<file path="config.mk">
export PLATFORM = sky130hd
export DESIGN_NAME = cibcc_top
export DESIGN_NICKNAME = d
export VERILOG_FILES = /design/src/cibcc_pkg.sv /design/src/cibcc_top.sv
export SDC_FILE = /design/constraint.sdc
export NUM_CORES = 1
export LEC_CHECK = 0
export ABC_AREA = 1
export BUFFER_PORTS_ARGS = -buffer_cell sky130_fd_sc_hd__clkbuf_2
export CAP_MARGIN = 15
export CELL_PAD_IN_SITES_DETAIL_PLACEMENT = 1
export CELL_PAD_IN_SITES_GLOBAL_PLACEMENT = 1
export CORE_UTILIZATION = 46
export CTS_CLUSTER_DIAMETER = 100
export CTS_CLUSTER_SIZE = 14
export DETAILED_ROUTE_END_ITERATION = 10
export PLACE_DENSITY_LB_ADDON = 0.15
export SLEW_MARGIN = 20
export SYNTH_ARGS = -nofsm -noshare
export SYNTH_HDL_FRONTEND = slang
export SYNTH_SLANG_ARGS = --single-unit
</file>
<file path="constraint.sdc">
create_clock -name clk_i -period 8.35 [get_ports clk_i]
set_clock_uncertainty 0.1 [all_clocks]
set_input_delay 1.2525 -clock clk_i [delete_from_list [all_inputs] [get_ports clk_i]]
set_output_delay 1.2525 -clock clk_i [all_outputs]
set_load 0.1 [all_outputs]
</file>
<file path="src/cibcc_pkg.sv">
// Constants and types shared by the interrupt and bus cycle controller
package cibcc_pkg;
    // Timing
    localparam int unsigned CLK_HZ      = 125000000;
    localparam int unsigned XTAL_MIN_HZ = 1000000;
    localparam int unsigned TSTATE_DIV  = 2;
    // Register offsets
    localparam logic [2:0] REG_SETMASK  = 3'h0;
    localparam logic [2:0] REG_READMASK = 3'h1;
    localparam logic [2:0] REG_CONTROL  = 3'h2;
    localparam logic [2:0] REG_VECTOR   = 3'h3;
    localparam logic [2:0] REG_CYC_ADDR = 3'h4;
    localparam logic [2:0] REG_CYC_DATA = 3'h5;
    localparam logic [2:0] REG_CYC_GO   = 3'h6;
    localparam logic [2:0] REG_STATUS   = 3'h7;
    // Set-mask fields
    localparam int SM_MSE = 3;
    localparam int SM_R75 = 4;
    localparam int SM_SOE = 6;
    localparam int SM_SOD = 7;
    // Read-mask fields
    localparam int RM_IE   = 3;
    localparam int RM_PEND = 4;
    localparam int RM_SID  = 7;
    // Control fields
    localparam int CT_EI  = 0;
    localparam int CT_DI  = 1;
    localparam int CT_ACK = 2;
    // Cycle start fields
    localparam int CG_TYPE  = 0;
    localparam int CG_LONG  = 3;
    localparam int CG_NOALE = 4;
    localparam int CG_HALT  = 5;
    // Status fields
    localparam int SR_BUSY = 0;
    localparam int SR_HALT = 1;
    localparam int SR_HLDA = 2;
    localparam int SR_IREQ = 3;
    localparam int SR_SRC  = 4;
    // Reset values
    localparam logic [2:0] MASK_RST = 3'h7;
    localparam logic       IE_RST   = 1'h0;
    // Interrupt sources
    localparam logic [2:0] SRC_NONE = 3'h0;
    localparam logic [2:0] SRC_TRAP = 3'h1;
    localparam logic [2:0] SRC_R75  = 3'h2;
    localparam logic [2:0] SRC_R65  = 3'h3;
    localparam logic [2:0] SRC_R55  = 3'h4;
    localparam logic [2:0] SRC_GENERAL_INTERRUPT_INPUT = 3'h5;
    // Restart vectors
    localparam logic [7:0] VEC_TRAP = 8'h24;
    localparam logic [7:0] VEC_R75  = 8'h3C;
    localparam logic [7:0] VEC_R65  = 8'h34;
    localparam logic [7:0] VEC_R55  = 8'h2C;
    localparam logic [7:0] VEC_GENERAL_INTERRUPT_INPUT = 8'h00;
    // Machine cycle types
    localparam logic [2:0] CY_OF  = 3'h0;
    localparam logic [2:0] CY_MR  = 3'h1;
    localparam logic [2:0] CY_MW  = 3'h2;
    localparam logic [2:0] CY_IOR = 3'h3;
    localparam logic [2:0] CY_IOW = 3'h4;
    localparam logic [2:0] CY_INA = 3'h5;
    localparam logic [2:0] CY_BI  = 3'h6;
    // Synchroniser lanes
    localparam int SY_TRAP = 0;
    localparam int SY_R75  = 1;
    localparam int SY_R65  = 2;
    localparam int SY_R55  = 3;
    localparam int SY_GENERAL_INTERRUPT_INPUT = 4;
    localparam int SY_HOLD = 5;
    localparam int SY_RDY  = 6;
    localparam int SY_SID  = 7;

    typedef enum logic [9:0] {
        TS_IDLE = 10'h001,
        TS_T1   = 10'h002,
        TS_T2   = 10'h004,
        TS_TW   = 10'h008,
        TS_T3   = 10'h010,
        TS_T4   = 10'h020,
        TS_T5   = 10'h040,
        TS_T6   = 10'h080,
        TS_HALT = 10'h100,
        TS_HOLD = 10'h200
    } cibcc_tstate_t;
endpackage

</file>
<file path="src/cibcc_top.sv">
// Interrupt front end and machine cycle sequencer
// Functional notes
// - Five interrupt inputs, three restart masks
// - Maskable taken only if enabled, unmasked
// - Nonmaskable ignores enable and masks
// - 5.5 and 6.5 are level sensitive
// - 7.5 edge latched until serviced
// - 7.5 latch cleared by set-mask, reset
// - 7.5 edge latched even when masked
// - Fixed priority trap, 7.5, 6.5, 5.5, general
// - Priority ignores running service routine
// - Trap needs edge and level, rearms low
// - Servicing any interrupt clears global enable
// - First read-mask after trap shows saved enable
// - Read-mask after maskable shows disabled
// - Read-mask samples input, set-mask drives output
// - Serial input lands in bit 7
// - Vectors 24, 3C, 34, 2C hex
// - All interrupts and hold are synchronised
// - T states run at input clock halved
// - Seven cycle types with status, strobes on all but bus idle
// - Status at T1, strobes later
// - Three states, fetch four or six, waits
// - I/O port address on both halves
// - Address strobe only T1, not double-add
module cibcc_top (
    input  wire logic        clk_i,
    input  wire logic        rst_i,
    input  wire logic        ce_i,
    input  wire logic [2:0]  reg_addr_i,
    input  wire logic [15:0] reg_wdata_i,
    input  wire logic        reg_wr_i,
    input  wire logic        reg_rd_i,
    output logic      [15:0] reg_rdata_o,
    input  wire logic        trap_i,
    input  wire logic        rst75_i,
    input  wire logic        rst65_i,
    input  wire logic        rst55_i,
    input  wire logic        general_interrupt_input_i,
    input  wire logic        hold_req_i,
    input  wire logic        ready_i,
    input  wire logic        serial_input_line_i,
    input  wire logic [7:0]  ad_i,
    output logic             clk_out_o,
    output logic             int_req_o,
    output logic      [7:0]  int_vector_o,
    output logic             serial_output_line_o,
    output logic             ale_o,
    output logic             rd_n_o,
    output logic             wr_n_o,
    output logic             acknowledge_strobe_n_o,
    output logic             cycle_status_high_o,
    output logic             cycle_status_low_o,
    output logic             io_or_mem_o,
    output logic      [7:0]  addr_hi_o,
    output logic      [7:0]  ad_o,
    output logic             addr_oe_o,
    output logic             ad_oe_o,
    output logic             ctl_oe_o,
    output logic             hold_ack_o
);

    typedef struct packed {
        logic [7:0]                 sy1;
        logic [7:0]                 sy2;
        logic [7:0]                 ad1;
        logic [7:0]                 ad2;
        logic                       r75_prev;
        logic                       trap_prev;
        logic                       r75_ff;
        logic                       trap_ff;
        logic                       ie;
        logic                       trap_flag;
        logic                       saved_ie;
        logic [2:0]                 mask;
        logic                       serial_output_line;
        logic                       phase;
        cibcc_pkg::cibcc_tstate_t   st;
        logic                       go;
        logic                       halt_go;
        logic [2:0]                 cyc;
        logic                       lng;
        logic                       noale;
        logic [15:0]                addr;
        logic [7:0]                 wdat;
        logic [7:0]                 rdat;
        logic [15:0]                rdout;
        logic                       int_req;
        logic [2:0]                 src;
        logic [7:0]                 vec;
        logic                       ale;
        logic                       rd_n;
        logic                       wr_n;
        logic                       ack_n;
        logic                       s1;
        logic                       s0;
        logic                       iom;
        logic [7:0]                 a_hi;
        logic [7:0]                 ad;
        logic                       a_oe;
        logic                       ad_oe;
        logic                       c_oe;
        logic                       hlda;
    } cibcc_regs_t;

    cibcc_regs_t r;
    cibcc_regs_t n;

    // {io_or_mem, status_high, status_low} of a cycle type
    function automatic logic [2:0] cyc_status(input logic [2:0] cy);
        unique case (cy)
            cibcc_pkg::CY_OF:  cyc_status = 3'h3;
            cibcc_pkg::CY_MR:  cyc_status = 3'h2;
            cibcc_pkg::CY_MW:  cyc_status = 3'h1;
            cibcc_pkg::CY_IOR: cyc_status = 3'h6;
            cibcc_pkg::CY_IOW: cyc_status = 3'h5;
            cibcc_pkg::CY_INA: cyc_status = 3'h7;
            default:           cyc_status = 3'h2;
        endcase
    endfunction

    // Active-high {read, write, acknowledge} strobe of a cycle type
    function automatic logic [2:0] cyc_strobe(input logic [2:0] cy);
        unique case (cy)
            cibcc_pkg::CY_OF,
            cibcc_pkg::CY_MR,
            cibcc_pkg::CY_IOR: cyc_strobe = 3'h4;
            cibcc_pkg::CY_MW,
            cibcc_pkg::CY_IOW: cyc_strobe = 3'h2;
            cibcc_pkg::CY_INA: cyc_strobe = 3'h1;
            default:           cyc_strobe = 3'h0;
        endcase
    endfunction

    function automatic logic cyc_is_io(input logic [2:0] cy);
        cyc_is_io = (cy == cibcc_pkg::CY_IOR) || (cy == cibcc_pkg::CY_IOW);
    endfunction

    logic       rise75;
    logic       rise_trap;
    logic       trap_req;
    logic       req75;
    logic       req65;
    logic       req55;
    logic       reqi;
    logic [2:0] src;
    logic [7:0] vec;
    logic       wr_sm;
    logic       wr_ct;
    logic       ack;
    logic       clr75;
    logic       tick;
    logic       cyc_end;
    logic [2:0] stat;
    logic [2:0] strb;

    always_comb
    begin
        n = r;
        // Only the second stage is read by logic
        n.sy1 = {serial_input_line_i, ready_i, hold_req_i, general_interrupt_input_i,
                 rst55_i, rst65_i, rst75_i, trap_i};
        n.sy2 = r.sy1;
        n.ad1 = ad_i;
        n.ad2 = r.ad1;
        n.r75_prev = r.sy2[cibcc_pkg::SY_R75];
        n.trap_prev = r.sy2[cibcc_pkg::SY_TRAP];
        rise75 = r.sy2[cibcc_pkg::SY_R75] & ~r.r75_prev;
        rise_trap = r.sy2[cibcc_pkg::SY_TRAP] & ~r.trap_prev;

        // Request qualification
        trap_req = r.trap_ff & r.sy2[cibcc_pkg::SY_TRAP];
        req75 = r.r75_ff & ~r.mask[2] & r.ie;
        req65 = r.sy2[cibcc_pkg::SY_R65] & ~r.mask[1] & r.ie;
        req55 = r.sy2[cibcc_pkg::SY_R55] & ~r.mask[0] & r.ie;
        reqi = r.sy2[cibcc_pkg::SY_GENERAL_INTERRUPT_INPUT] & r.ie;
        // No record of the running routine is kept
        if (trap_req)
        begin
            src = cibcc_pkg::SRC_TRAP;
            vec = cibcc_pkg::VEC_TRAP;
        end
        else if (req75)
        begin
            src = cibcc_pkg::SRC_R75;
            vec = cibcc_pkg::VEC_R75;
        end
        else if (req65)
        begin
            src = cibcc_pkg::SRC_R65;
            vec = cibcc_pkg::VEC_R65;
        end
        else if (req55)
        begin
            src = cibcc_pkg::SRC_R55;
            vec = cibcc_pkg::VEC_R55;
        end
        else if (reqi)
        begin
            src = cibcc_pkg::SRC_GENERAL_INTERRUPT_INPUT;
            vec = cibcc_pkg::VEC_GENERAL_INTERRUPT_INPUT;
        end
        else
        begin
            src = cibcc_pkg::SRC_NONE;
            vec = cibcc_pkg::VEC_GENERAL_INTERRUPT_INPUT;
        end
        n.src = src;
        n.vec = vec;
        n.int_req = (src != cibcc_pkg::SRC_NONE);

        // Register writes
        wr_sm = reg_wr_i && (reg_addr_i == cibcc_pkg::REG_SETMASK);
        wr_ct = reg_wr_i && (reg_addr_i == cibcc_pkg::REG_CONTROL);
        ack = wr_ct && reg_wdata_i[cibcc_pkg::CT_ACK] && (src != cibcc_pkg::SRC_NONE);
        clr75 = 1'b0;
        if (wr_sm)
        begin
            if (reg_wdata_i[cibcc_pkg::SM_MSE])
            begin
                n.mask = reg_wdata_i[2:0];
            end
            if (reg_wdata_i[cibcc_pkg::SM_R75])
            begin
                clr75 = 1'b1;
            end
            if (reg_wdata_i[cibcc_pkg::SM_SOE])
            begin
                n.serial_output_line = reg_wdata_i[cibcc_pkg::SM_SOD];
            end
        end
        if (wr_ct && reg_wdata_i[cibcc_pkg::CT_EI])
        begin
            n.ie = 1'b1;
        end
        if (wr_ct && reg_wdata_i[cibcc_pkg::CT_DI])
        begin
            n.ie = 1'b0;
        end
        if (ack)
        begin
            // Acknowledge overrides an enable in the same write
            n.ie = 1'b0;
            if (src == cibcc_pkg::SRC_TRAP)
            begin
                n.saved_ie = r.ie;
                n.trap_flag = 1'b1;
            end
            else
            begin
                n.trap_flag = 1'b0;
            end
            if (src == cibcc_pkg::SRC_R75)
            begin
                clr75 = 1'b1;
            end
        end
        // A new edge beats a clear in the same cycle, mask or not
        n.r75_ff = rise75 | (r.r75_ff & ~clr75);
        // Rearms only after the synced level fell and rose again
        n.trap_ff = rise_trap | (r.trap_ff & ~(ack && src == cibcc_pkg::SRC_TRAP));

        // Register reads: data stands one cycle only
        n.rdout = 16'h0000;
        if (reg_rd_i)
        begin
            unique case (reg_addr_i)
                cibcc_pkg::REG_SETMASK:
                    n.rdout = {13'h0000, r.mask};
                cibcc_pkg::REG_READMASK:
                begin
                    n.rdout[2:0] = r.mask;
                    n.rdout[cibcc_pkg::RM_IE] = r.trap_flag ? r.saved_ie : r.ie;
                    n.rdout[cibcc_pkg::RM_PEND +: 3] = {r.r75_ff, r.sy2[cibcc_pkg::SY_R65],
                                                        r.sy2[cibcc_pkg::SY_R55]};
                    n.rdout[cibcc_pkg::RM_SID] = r.sy2[cibcc_pkg::SY_SID];
                    n.trap_flag = 1'b0;
                end
                cibcc_pkg::REG_CONTROL:
                    n.rdout = {15'h0000, r.ie};
                cibcc_pkg::REG_VECTOR:
                    n.rdout = {8'h00, r.vec};
                cibcc_pkg::REG_CYC_ADDR:
                    n.rdout = r.addr;
                cibcc_pkg::REG_CYC_DATA:
                    n.rdout = {8'h00, r.rdat};
                cibcc_pkg::REG_CYC_GO:
                    n.rdout = {10'h000, r.halt_go, r.noale, r.lng, r.cyc};
                cibcc_pkg::REG_STATUS:
                begin
                    n.rdout[cibcc_pkg::SR_BUSY] = r.go | (r.st != cibcc_pkg::TS_IDLE);
                    n.rdout[cibcc_pkg::SR_HALT] = (r.st == cibcc_pkg::TS_HALT);
                    n.rdout[cibcc_pkg::SR_HLDA] = r.hlda;
                    n.rdout[cibcc_pkg::SR_IREQ] = r.int_req;
                    n.rdout[cibcc_pkg::SR_SRC +: 3] = r.src;
                end
            endcase
        end

        // Cycle set-up, ignored while a cycle runs
        if (reg_wr_i && !r.go && r.st == cibcc_pkg::TS_IDLE)
        begin
            if (reg_addr_i == cibcc_pkg::REG_CYC_ADDR)
            begin
                n.addr = reg_wdata_i;
            end
            if (reg_addr_i == cibcc_pkg::REG_CYC_DATA)
            begin
                n.wdat = reg_wdata_i[7:0];
            end
            if (reg_addr_i == cibcc_pkg::REG_CYC_GO)
            begin
                n.cyc = reg_wdata_i[cibcc_pkg::CG_TYPE +: 3];
                n.lng = reg_wdata_i[cibcc_pkg::CG_LONG];
                n.noale = reg_wdata_i[cibcc_pkg::CG_NOALE];
                n.halt_go = reg_wdata_i[cibcc_pkg::CG_HALT];
                n.go = 1'b1;
            end
        end

        // T states advance on every second clock
        n.phase = ~r.phase;
        tick = r.phase;
        cyc_end = 1'b0;
        if (tick)
        begin
            unique case (r.st)
                cibcc_pkg::TS_IDLE:
                    if (r.sy2[cibcc_pkg::SY_HOLD])
                    begin
                        n.st = cibcc_pkg::TS_HOLD;
                    end
                    else if (r.go)
                    begin
                        n.go = 1'b0;
                        n.st = r.halt_go ? cibcc_pkg::TS_HALT : cibcc_pkg::TS_T1;
                    end
                cibcc_pkg::TS_T1:
                    n.st = cibcc_pkg::TS_T2;
                cibcc_pkg::TS_T2,
                cibcc_pkg::TS_TW:
                    // Bus idle cycles take no wait states
                    if (r.sy2[cibcc_pkg::SY_RDY] || r.cyc == cibcc_pkg::CY_BI)
                    begin
                        n.st = cibcc_pkg::TS_T3;
                    end
                    else
                    begin
                        n.st = cibcc_pkg::TS_TW;
                    end
                cibcc_pkg::TS_T3:
                begin
                    if (cyc_strobe(r.cyc) != 3'h2)
                    begin
                        n.rdat = r.ad2;
                    end
                    if (r.cyc == cibcc_pkg::CY_OF)
                    begin
                        n.st = cibcc_pkg::TS_T4;
                    end
                    else
                    begin
                        cyc_end = 1'b1;
                    end
                end
                cibcc_pkg::TS_T4:
                    if (r.lng)
                    begin
                        n.st = cibcc_pkg::TS_T5;
                    end
                    else
                    begin
                        cyc_end = 1'b1;
                    end
                cibcc_pkg::TS_T5:
                    n.st = cibcc_pkg::TS_T6;
                cibcc_pkg::TS_T6:
                    cyc_end = 1'b1;
                cibcc_pkg::TS_HALT:
                    if (r.int_req)
                    begin
                        n.st = cibcc_pkg::TS_IDLE;
                    end
                cibcc_pkg::TS_HOLD:
                    if (!r.sy2[cibcc_pkg::SY_HOLD])
                    begin
                        n.st = cibcc_pkg::TS_IDLE;
                    end
            endcase
            if (cyc_end)
            begin
                n.st = r.sy2[cibcc_pkg::SY_HOLD] ? cibcc_pkg::TS_HOLD : cibcc_pkg::TS_IDLE;
            end
        end

        // Pin levels follow the next T state so they leave flops
        stat = cyc_status(n.cyc);
        strb = cyc_strobe(n.cyc);
        n.ale = 1'b0;
        n.rd_n = 1'b1;
        n.wr_n = 1'b1;
        n.ack_n = 1'b1;
        n.a_oe = 1'b0;
        n.ad_oe = 1'b0;
        n.c_oe = 1'b0;
        n.hlda = 1'b0;
        unique case (n.st)
            cibcc_pkg::TS_T1:
            begin
                {n.iom, n.s1, n.s0} = stat;
                n.ale = ~n.noale;
                n.c_oe = 1'b1;
                n.a_oe = 1'b1;
                n.ad_oe = 1'b1;
                n.a_hi = cyc_is_io(n.cyc) ? n.addr[7:0] : n.addr[15:8];
                n.ad = n.addr[7:0];
            end
            cibcc_pkg::TS_T2,
            cibcc_pkg::TS_TW,
            cibcc_pkg::TS_T3:
            begin
                {n.iom, n.s1, n.s0} = stat;
                {n.rd_n, n.wr_n, n.ack_n} = ~strb;
                n.c_oe = 1'b1;
                n.a_oe = 1'b1;
                n.ad_oe = (strb == 3'h2);
                n.ad = n.wdat;
            end
            cibcc_pkg::TS_T4,
            cibcc_pkg::TS_T5,
            cibcc_pkg::TS_T6:
            begin
                n.iom = (n.cyc == cibcc_pkg::CY_INA);
                n.s1 = 1'b1;
                n.s0 = 1'b1;
                n.c_oe = 1'b1;
                n.a_oe = 1'b1;
            end
            cibcc_pkg::TS_HALT:
            begin
                n.s1 = 1'b0;
                n.s0 = 1'b0;
            end
            cibcc_pkg::TS_HOLD:
                n.hlda = 1'b1;
            cibcc_pkg::TS_IDLE:
                n.ale = 1'b0;
        endcase
    end

    always_ff @(posedge clk_i or posedge rst_i)
    begin
        if (rst_i)
        begin
            // Bus lines float and 7.5 latch clears under reset
            r <= '0;
            r.st <= cibcc_pkg::TS_IDLE;
            r.mask <= cibcc_pkg::MASK_RST;
            r.ie <= cibcc_pkg::IE_RST;
            r.rd_n <= 1'b1;
            r.wr_n <= 1'b1;
            r.ack_n <= 1'b1;
        end
        else if (ce_i)
        begin
            r <= n;
        end
    end

    assign reg_rdata_o = r.rdout;
    assign clk_out_o = r.phase;
    assign int_req_o = r.int_req;
    assign int_vector_o = r.vec;
    assign serial_output_line_o = r.serial_output_line;
    assign ale_o = r.ale;
    assign rd_n_o = r.rd_n;
    assign wr_n_o = r.wr_n;
    assign acknowledge_strobe_n_o = r.ack_n;
    assign cycle_status_high_o = r.s1;
    assign cycle_status_low_o = r.s0;
    assign io_or_mem_o = r.iom;
    assign addr_hi_o = r.a_hi;
    assign ad_o = r.ad;
    assign addr_oe_o = r.a_oe;
    assign ad_oe_o = r.ad_oe;
    assign ctl_oe_o = r.c_oe;
    assign hold_ack_o = r.hlda;

endmodule // cibcc_top

</file>
# Word-level counts from Yosys, hierarchy flattened
# Index checks and enable logic that the tools add are counted.
word_totals:
  reg_bits: 147
  word_cells: 206
  in_bits: 40
op_classes:
  n_reduce_logical: 39
  bitwise: 25
  n_eq_ne: 42
  muxes: 61
ops:
  columns: ["cell", "count"]
  rows:
  - ["$pmux 10 s8", 1]
  - ["$mux 10", 7]
  - ["$pmux 7 s8", 1]
  - ["$mux 16", 2]
  - ["$mux 31", 1]
  - ["$eq 3x3->1 const B", 9]
  - ["$mux 3", 9]
  - ["$eq 3x2->1 const B", 8]
  - ["$mux 6", 4]
  - ["$mux 8", 3]
  - ["$mux 11", 2]
  - ["$eq 10x10->1 const B", 2]
  - ["$eq 10x2->1 const B", 2]
  - ["$eq 10x3->1 const B", 2]
  - ["$eq 10x4->1 const B", 2]
  - ["$eq 10x5->1 const B", 2]
  - ["$eq 10x6->1 const B", 2]
  - ["$eq 10x7->1 const B", 2]
  - ["$eq 10x8->1 const B", 2]
  - ["$eq 10x9->1 const B", 2]
  - ["$mux 1", 19]
  - ["$pmux 3 s3", 2]
  - ["$pmux 8 s2", 1]
  - ["$pmux 3 s5", 1]
  - ["other kinds (28)", 79]

# Logic depth before layout (Yosys ltp)
depth:
  ltp_word: 13
  depth_mapped: 21
  depth_no_buf: 20

# Worst setup path after synthesis
# Ideal clock, no wire load.
synth_timing:
  path_type: "input port to flip-flop"
  startpoint: "input reg_addr_i[2]"
  endpoint: "register r, in the netlist cycle_status_high_o"
  path_buffers: 1
  cell_stages: 13
  t_arrival_ns: 2.988
  setup_time_ns: 0.121
  slack_ns: 5.141
  path_cell_list: "buf_2 -> inv_1 -> nor3_1 -> inv_2 -> nor2_8 -> nand2_1 -> o21ai_2 -> inv_2 -> ha_1 -> o31ai_1 -> nand2_1 -> nand2_1 -> nand2_1"
synth_lines:
  columns: ["item", "line_no", "text"]
  rows:
  - ["start: declaration", "cibcc_top.sv:30", "input wire logic [2:0] reg_addr_i,"]
  - ["end signal: assignment", "cibcc_top.sv:466", "r <= n;"]
  - ["end: declaration", "cibcc_top.sv:106", "cibcc_regs_t r;"]

# Final worst setup path
layout_timing:
  startpoint: "input ce_i"
  endpoint: "register r[62] (netlist bit)"
layout_between:
  elab_chain_cells: 1
layout_lines:
  columns: ["item", "line_no", "text"]
  rows:
  - ["start: declaration", "cibcc_top.sv:29", "input wire logic ce_i,"]
  - ["$reduce_and 4->1 (no source line)", null, null]
# Every way passes these cells.
# A chain may end at the register's enable or synchronous reset.

==> impl_metrics.yaml <==
outcome:
  outcome: "completed"
timing:
  fin_hold_viols: 0
  clock_period_minus_final_worst_setup_slack_ns: 3.553
  tns_ns: 0
  rsz0062_at_grt: "no"
  final_max_slew_viol_count: 0
  report.final.setup_viol: 0
  final.period_utilization_pct: 42.55
  max_clk_rate_mhz: 281.5
  max_slew_margin_pct: 42.50
  worst_max_slew_pin_slew_ns: 0.8559
grt:
  grt_start_max_net_pins: 91
  grt_antenna_before_repair: 0
  globalRouteTotalUtil_pct: 27.88
  vias_in_the_first_global_route: 6856
  grt_overflow: 0
  global_route_wire_length_before_repair_um: 37540
routing:
  drtPass1Iterations: 5
  route.vias.total: 6821
  starting_drc_count_in_detailed_routing: 517
  antenna_violating_nets_post_route: 0
  detail_route.vias_per_cell: 5.337
  detail_route.wirelength_um: 22950
  route.detailed.wl_per_inst_um: 17.96
  drc: 0
setup_path:
  critical_path.max_fanout: 73
  worst_r2r_startpoint: "clk_out_o$_DFFE_PP0P_"
  crit_buf_inv: 3
  startpoint_type: "input port"
  worst_setup_path_startpoint: "ce_i"
  timing.critical_path.arrival_ns: 3.78
  cpLargestDelayFamily: "buffers and inverters"
  slowest_cell_on_the_critical_path: "buf_4"
  worst_path_largest_cell_delay_ns: 0.67
  r2r_setup_slack_ns: 5.04
  critPathKind: "in2reg"
  critPathCaptureType: "register"
  crit_chain: "buf_4 -> buf_4 -> nand2_1 -> clkinv_1 -> nand3_1 -> o21ai_0"
  required_ns: 8.57
  crit_path_frequent_cell: "buf_4"
die:
  area_of_the_die_um2: 17240
  initial_utilization_pct: 47.73
  chipWidth_um: 131.3
  design.portCount: 94
  placementRows: 46
  core_region_area_um2: 16120
  die_boundary_height_um: 131.3
worst_hold_path:
  min-delay-path-class: "reg2reg"
  worstHoldStart: "r[114]$_DFFE_PP0P_"
finish:
  num-fill-cells: 2058
  layout-drive-gt1-share_pct: 18.74
  antenna_cells: 0
  layout-area-overhead-vs-synth_pct: 11.60
  num-nets-final: 1091
  post-route-cell-area_um2: 8584
yosys:
  synth_cell_type_count: 44
  mappedNetlistArea_um2: 7692
  synthDominantCellAreaShare_pct: 43.59
  synthesis.instances: 1008
  synthMostInstantiatedCell: "nand2_1"
  register_area_share_after_synthesis_pct: 45.98
  count_of_flip_flops_with_a_built_in_enable_after_synthesis: 0
  synth_compound_area_share_pct: 14.26
  synth_xor_xnor_area_share_pct: 0
  synthTopCellsByCount: "nand2_1 (304), dfrtp_1 (134), o21ai_0 (107), inv_1 (99), nor2_1 (59)"
  yosys_most_used_dff: "dfrtp_1"
  yosysWarningCount: 0
  async_reset_ff_share_pct: 100.0
  post_synth_fa_ha_maj_area_fraction_pct: 0.3253
  synth_simple_gate_area_share_pct: 27.50
  synth_seq_cells: 141
  synthMuxAreaShare_pct: 0.2928
  synthesis.area_per_instance_um2: 7.631
  synth_area_leader_cell: "dfrtp_1"
  synthTopCellsByArea: "dfrtp_1 (44%), nand2_1 (15%), o21ai_0 (7.0%)"
  main_combinational_cell_family_by_area_after_synthesis: "simple AND/OR/NAND/NOR gates"
clocking:
  clkSinkCount: 141
  clock_tree_from_tritoncts: "built"
  post_cts_resized: 0
  cts.reportedPaths.clkPinSlew_ns: 0.06
  post-cts-setup-buffer-count: 0
  cts-buffers-inserted: 17
  cts_htree_levels: 4
  root_buf_cell: "clkbuf_16"
  clock_tree.buffer_depth: 2
  cts_hold_buffers: 0
  clock_latency_ns: 0.43
power:
  total_leakage_power_nw: 4.292
  power_per_cell_area_nw_per_um2: 343.7
  max-vdd-ir-drop_mv: 0.1671
  design_power_total_mw: 2.951
run:
  max-cap-violations: 0
place:
  placement.io_buffers: 89
  gpl.final_weighted_congestion: 0.8384
  place_area_um2: 7996
  dp_hpwl_um: 16130
-- layout make-up --
type                            count  area (um2)  share of cell area, %
Inverter                          116       440.4                  5.130
Multi-Input combinational cell    680        3278                  38.19
Sequential cell                   141        3537                  41.20
Tap cell                          216       270.3                  3.148
Clock buffer                       19       432.9                  5.043
Clock inverter                     13       140.1                  1.632
Timing Repair Buffer               93       485.5                  5.655
-- path summary, 6_finish.rpt --
check,end,cells past startpoint
max in group asynchronous,r[79]$_DFFE_PP0P_,3
min,r[112]$_DFFE_PP0P_,1
max,r[62]$_DFFE_PP0P_,6
min in group asynchronous,n[132]$_DFFE_PP0P_,2
min reg2reg,r[112]$_DFFE_PP0P_,1
max reg2reg,ad_o[0]$_DFFE_PP0P_,13
-- stage by stage --
| step | hold WS, ns | setup WS, ns | util (%) | std cells |
|---|---|---|---|---|
| 2_1_floorplan | 0.3357 | 3.228 | - | 1011 |
| 3_3_place_gp | 0.3446 | 4.477 | 49.62 | 1245 |
| 3_5_place_dp | 0.3533 | 4.363 | 49.62 | 1245 |
| 4_1_cts | 0.3617 | 4.789 | 53.18 | 1277 |
| 5_1_grt | 0.3775 | 4.641 | 53.27 | 1278 |
| 6_report | 0.3610 | 4.797 | 53.27 | 1278 |
-- cell families (layout without fill, tap and decap cells) --
family,Yosys count,after routing
other,1,4
AND/OR/NAND/NOR,480,480
flip-flops,141,141
AO/OA/AOI/OAI,192,192
adder cells (fa/ha/maj),2,2
buffers and inverters,190,241
multiplexers,2,2
-- per-layer routing --
layer,wire [um],up-vias,global-route usage (%)
met5,0,-,0
met1,10890,3333,38.83
met4,351,0,7.171
li1,-,3301,-
met3,839,30,4.784
met2,10870,157,44.92
-- cells in the final DEF, fill, tap and decap left out, types with 3 or more instances in the layout --
master	netlist	routed
a2111oi_0	3	3
a21oi_1	21	21
buf_4	41	4
clkbuf_16	0	17
clkbuf_2	0	88
clkinv_2	0	3
clkinvlp_4	0	4
conb_1	1	4
dfrtp_1	134	134
dfstp_2	7	7
inv_1	99	98
inv_2	14	15
inv_6	0	4
nand2_1	304	304
nand2_2	16	16
nand2_4	3	3
nand3_1	56	56
nand3_2	9	9
nor2_1	59	58
nor2_2	8	9
nor2_4	4	4
nor3_1	13	13
nor3_2	3	3
o21ai_0	107	107
o21ai_1	6	6
o21ai_2	3	3
o22ai_1	23	23
o31ai_1	15	15
-- flip-flops by register name, summed over array words and instances, names as in the netlist, 2 cells and up --
| name | count |
|---|---|
| int_vector_o | 2 |
| ad_o | 8 |
| addr_hi_o | 8 |
| n | 18 |
| reg_rdata_o | 16 |
| r | 76 |
-- worst register-to-register path, cell delays in order (launching register included) --
cell,delay [ns]
dfrtp_1,0.63
clkinv_1,0.47
nor2_2,0.39
a21oi_2,0.14
nand3_2,0.14
inv_1,0.05
nand2_1,0.15
nor2_2,0.06
nand2_2,0.21
nand2_4,0.17
nand2_2,0.29
nand2_2,0.21
nand2_1,0.13
nand2_1,0.07
-- power by group --
| part | internal, mW | switching (mW) |
|---|---|---|
| clock | 0.441 | 0.306 |
| sequential | 0.828 | 0.115 |
| combinational | 0.280 | 0.980 |
Note: power is estimated with default switching activity, not from simulation.
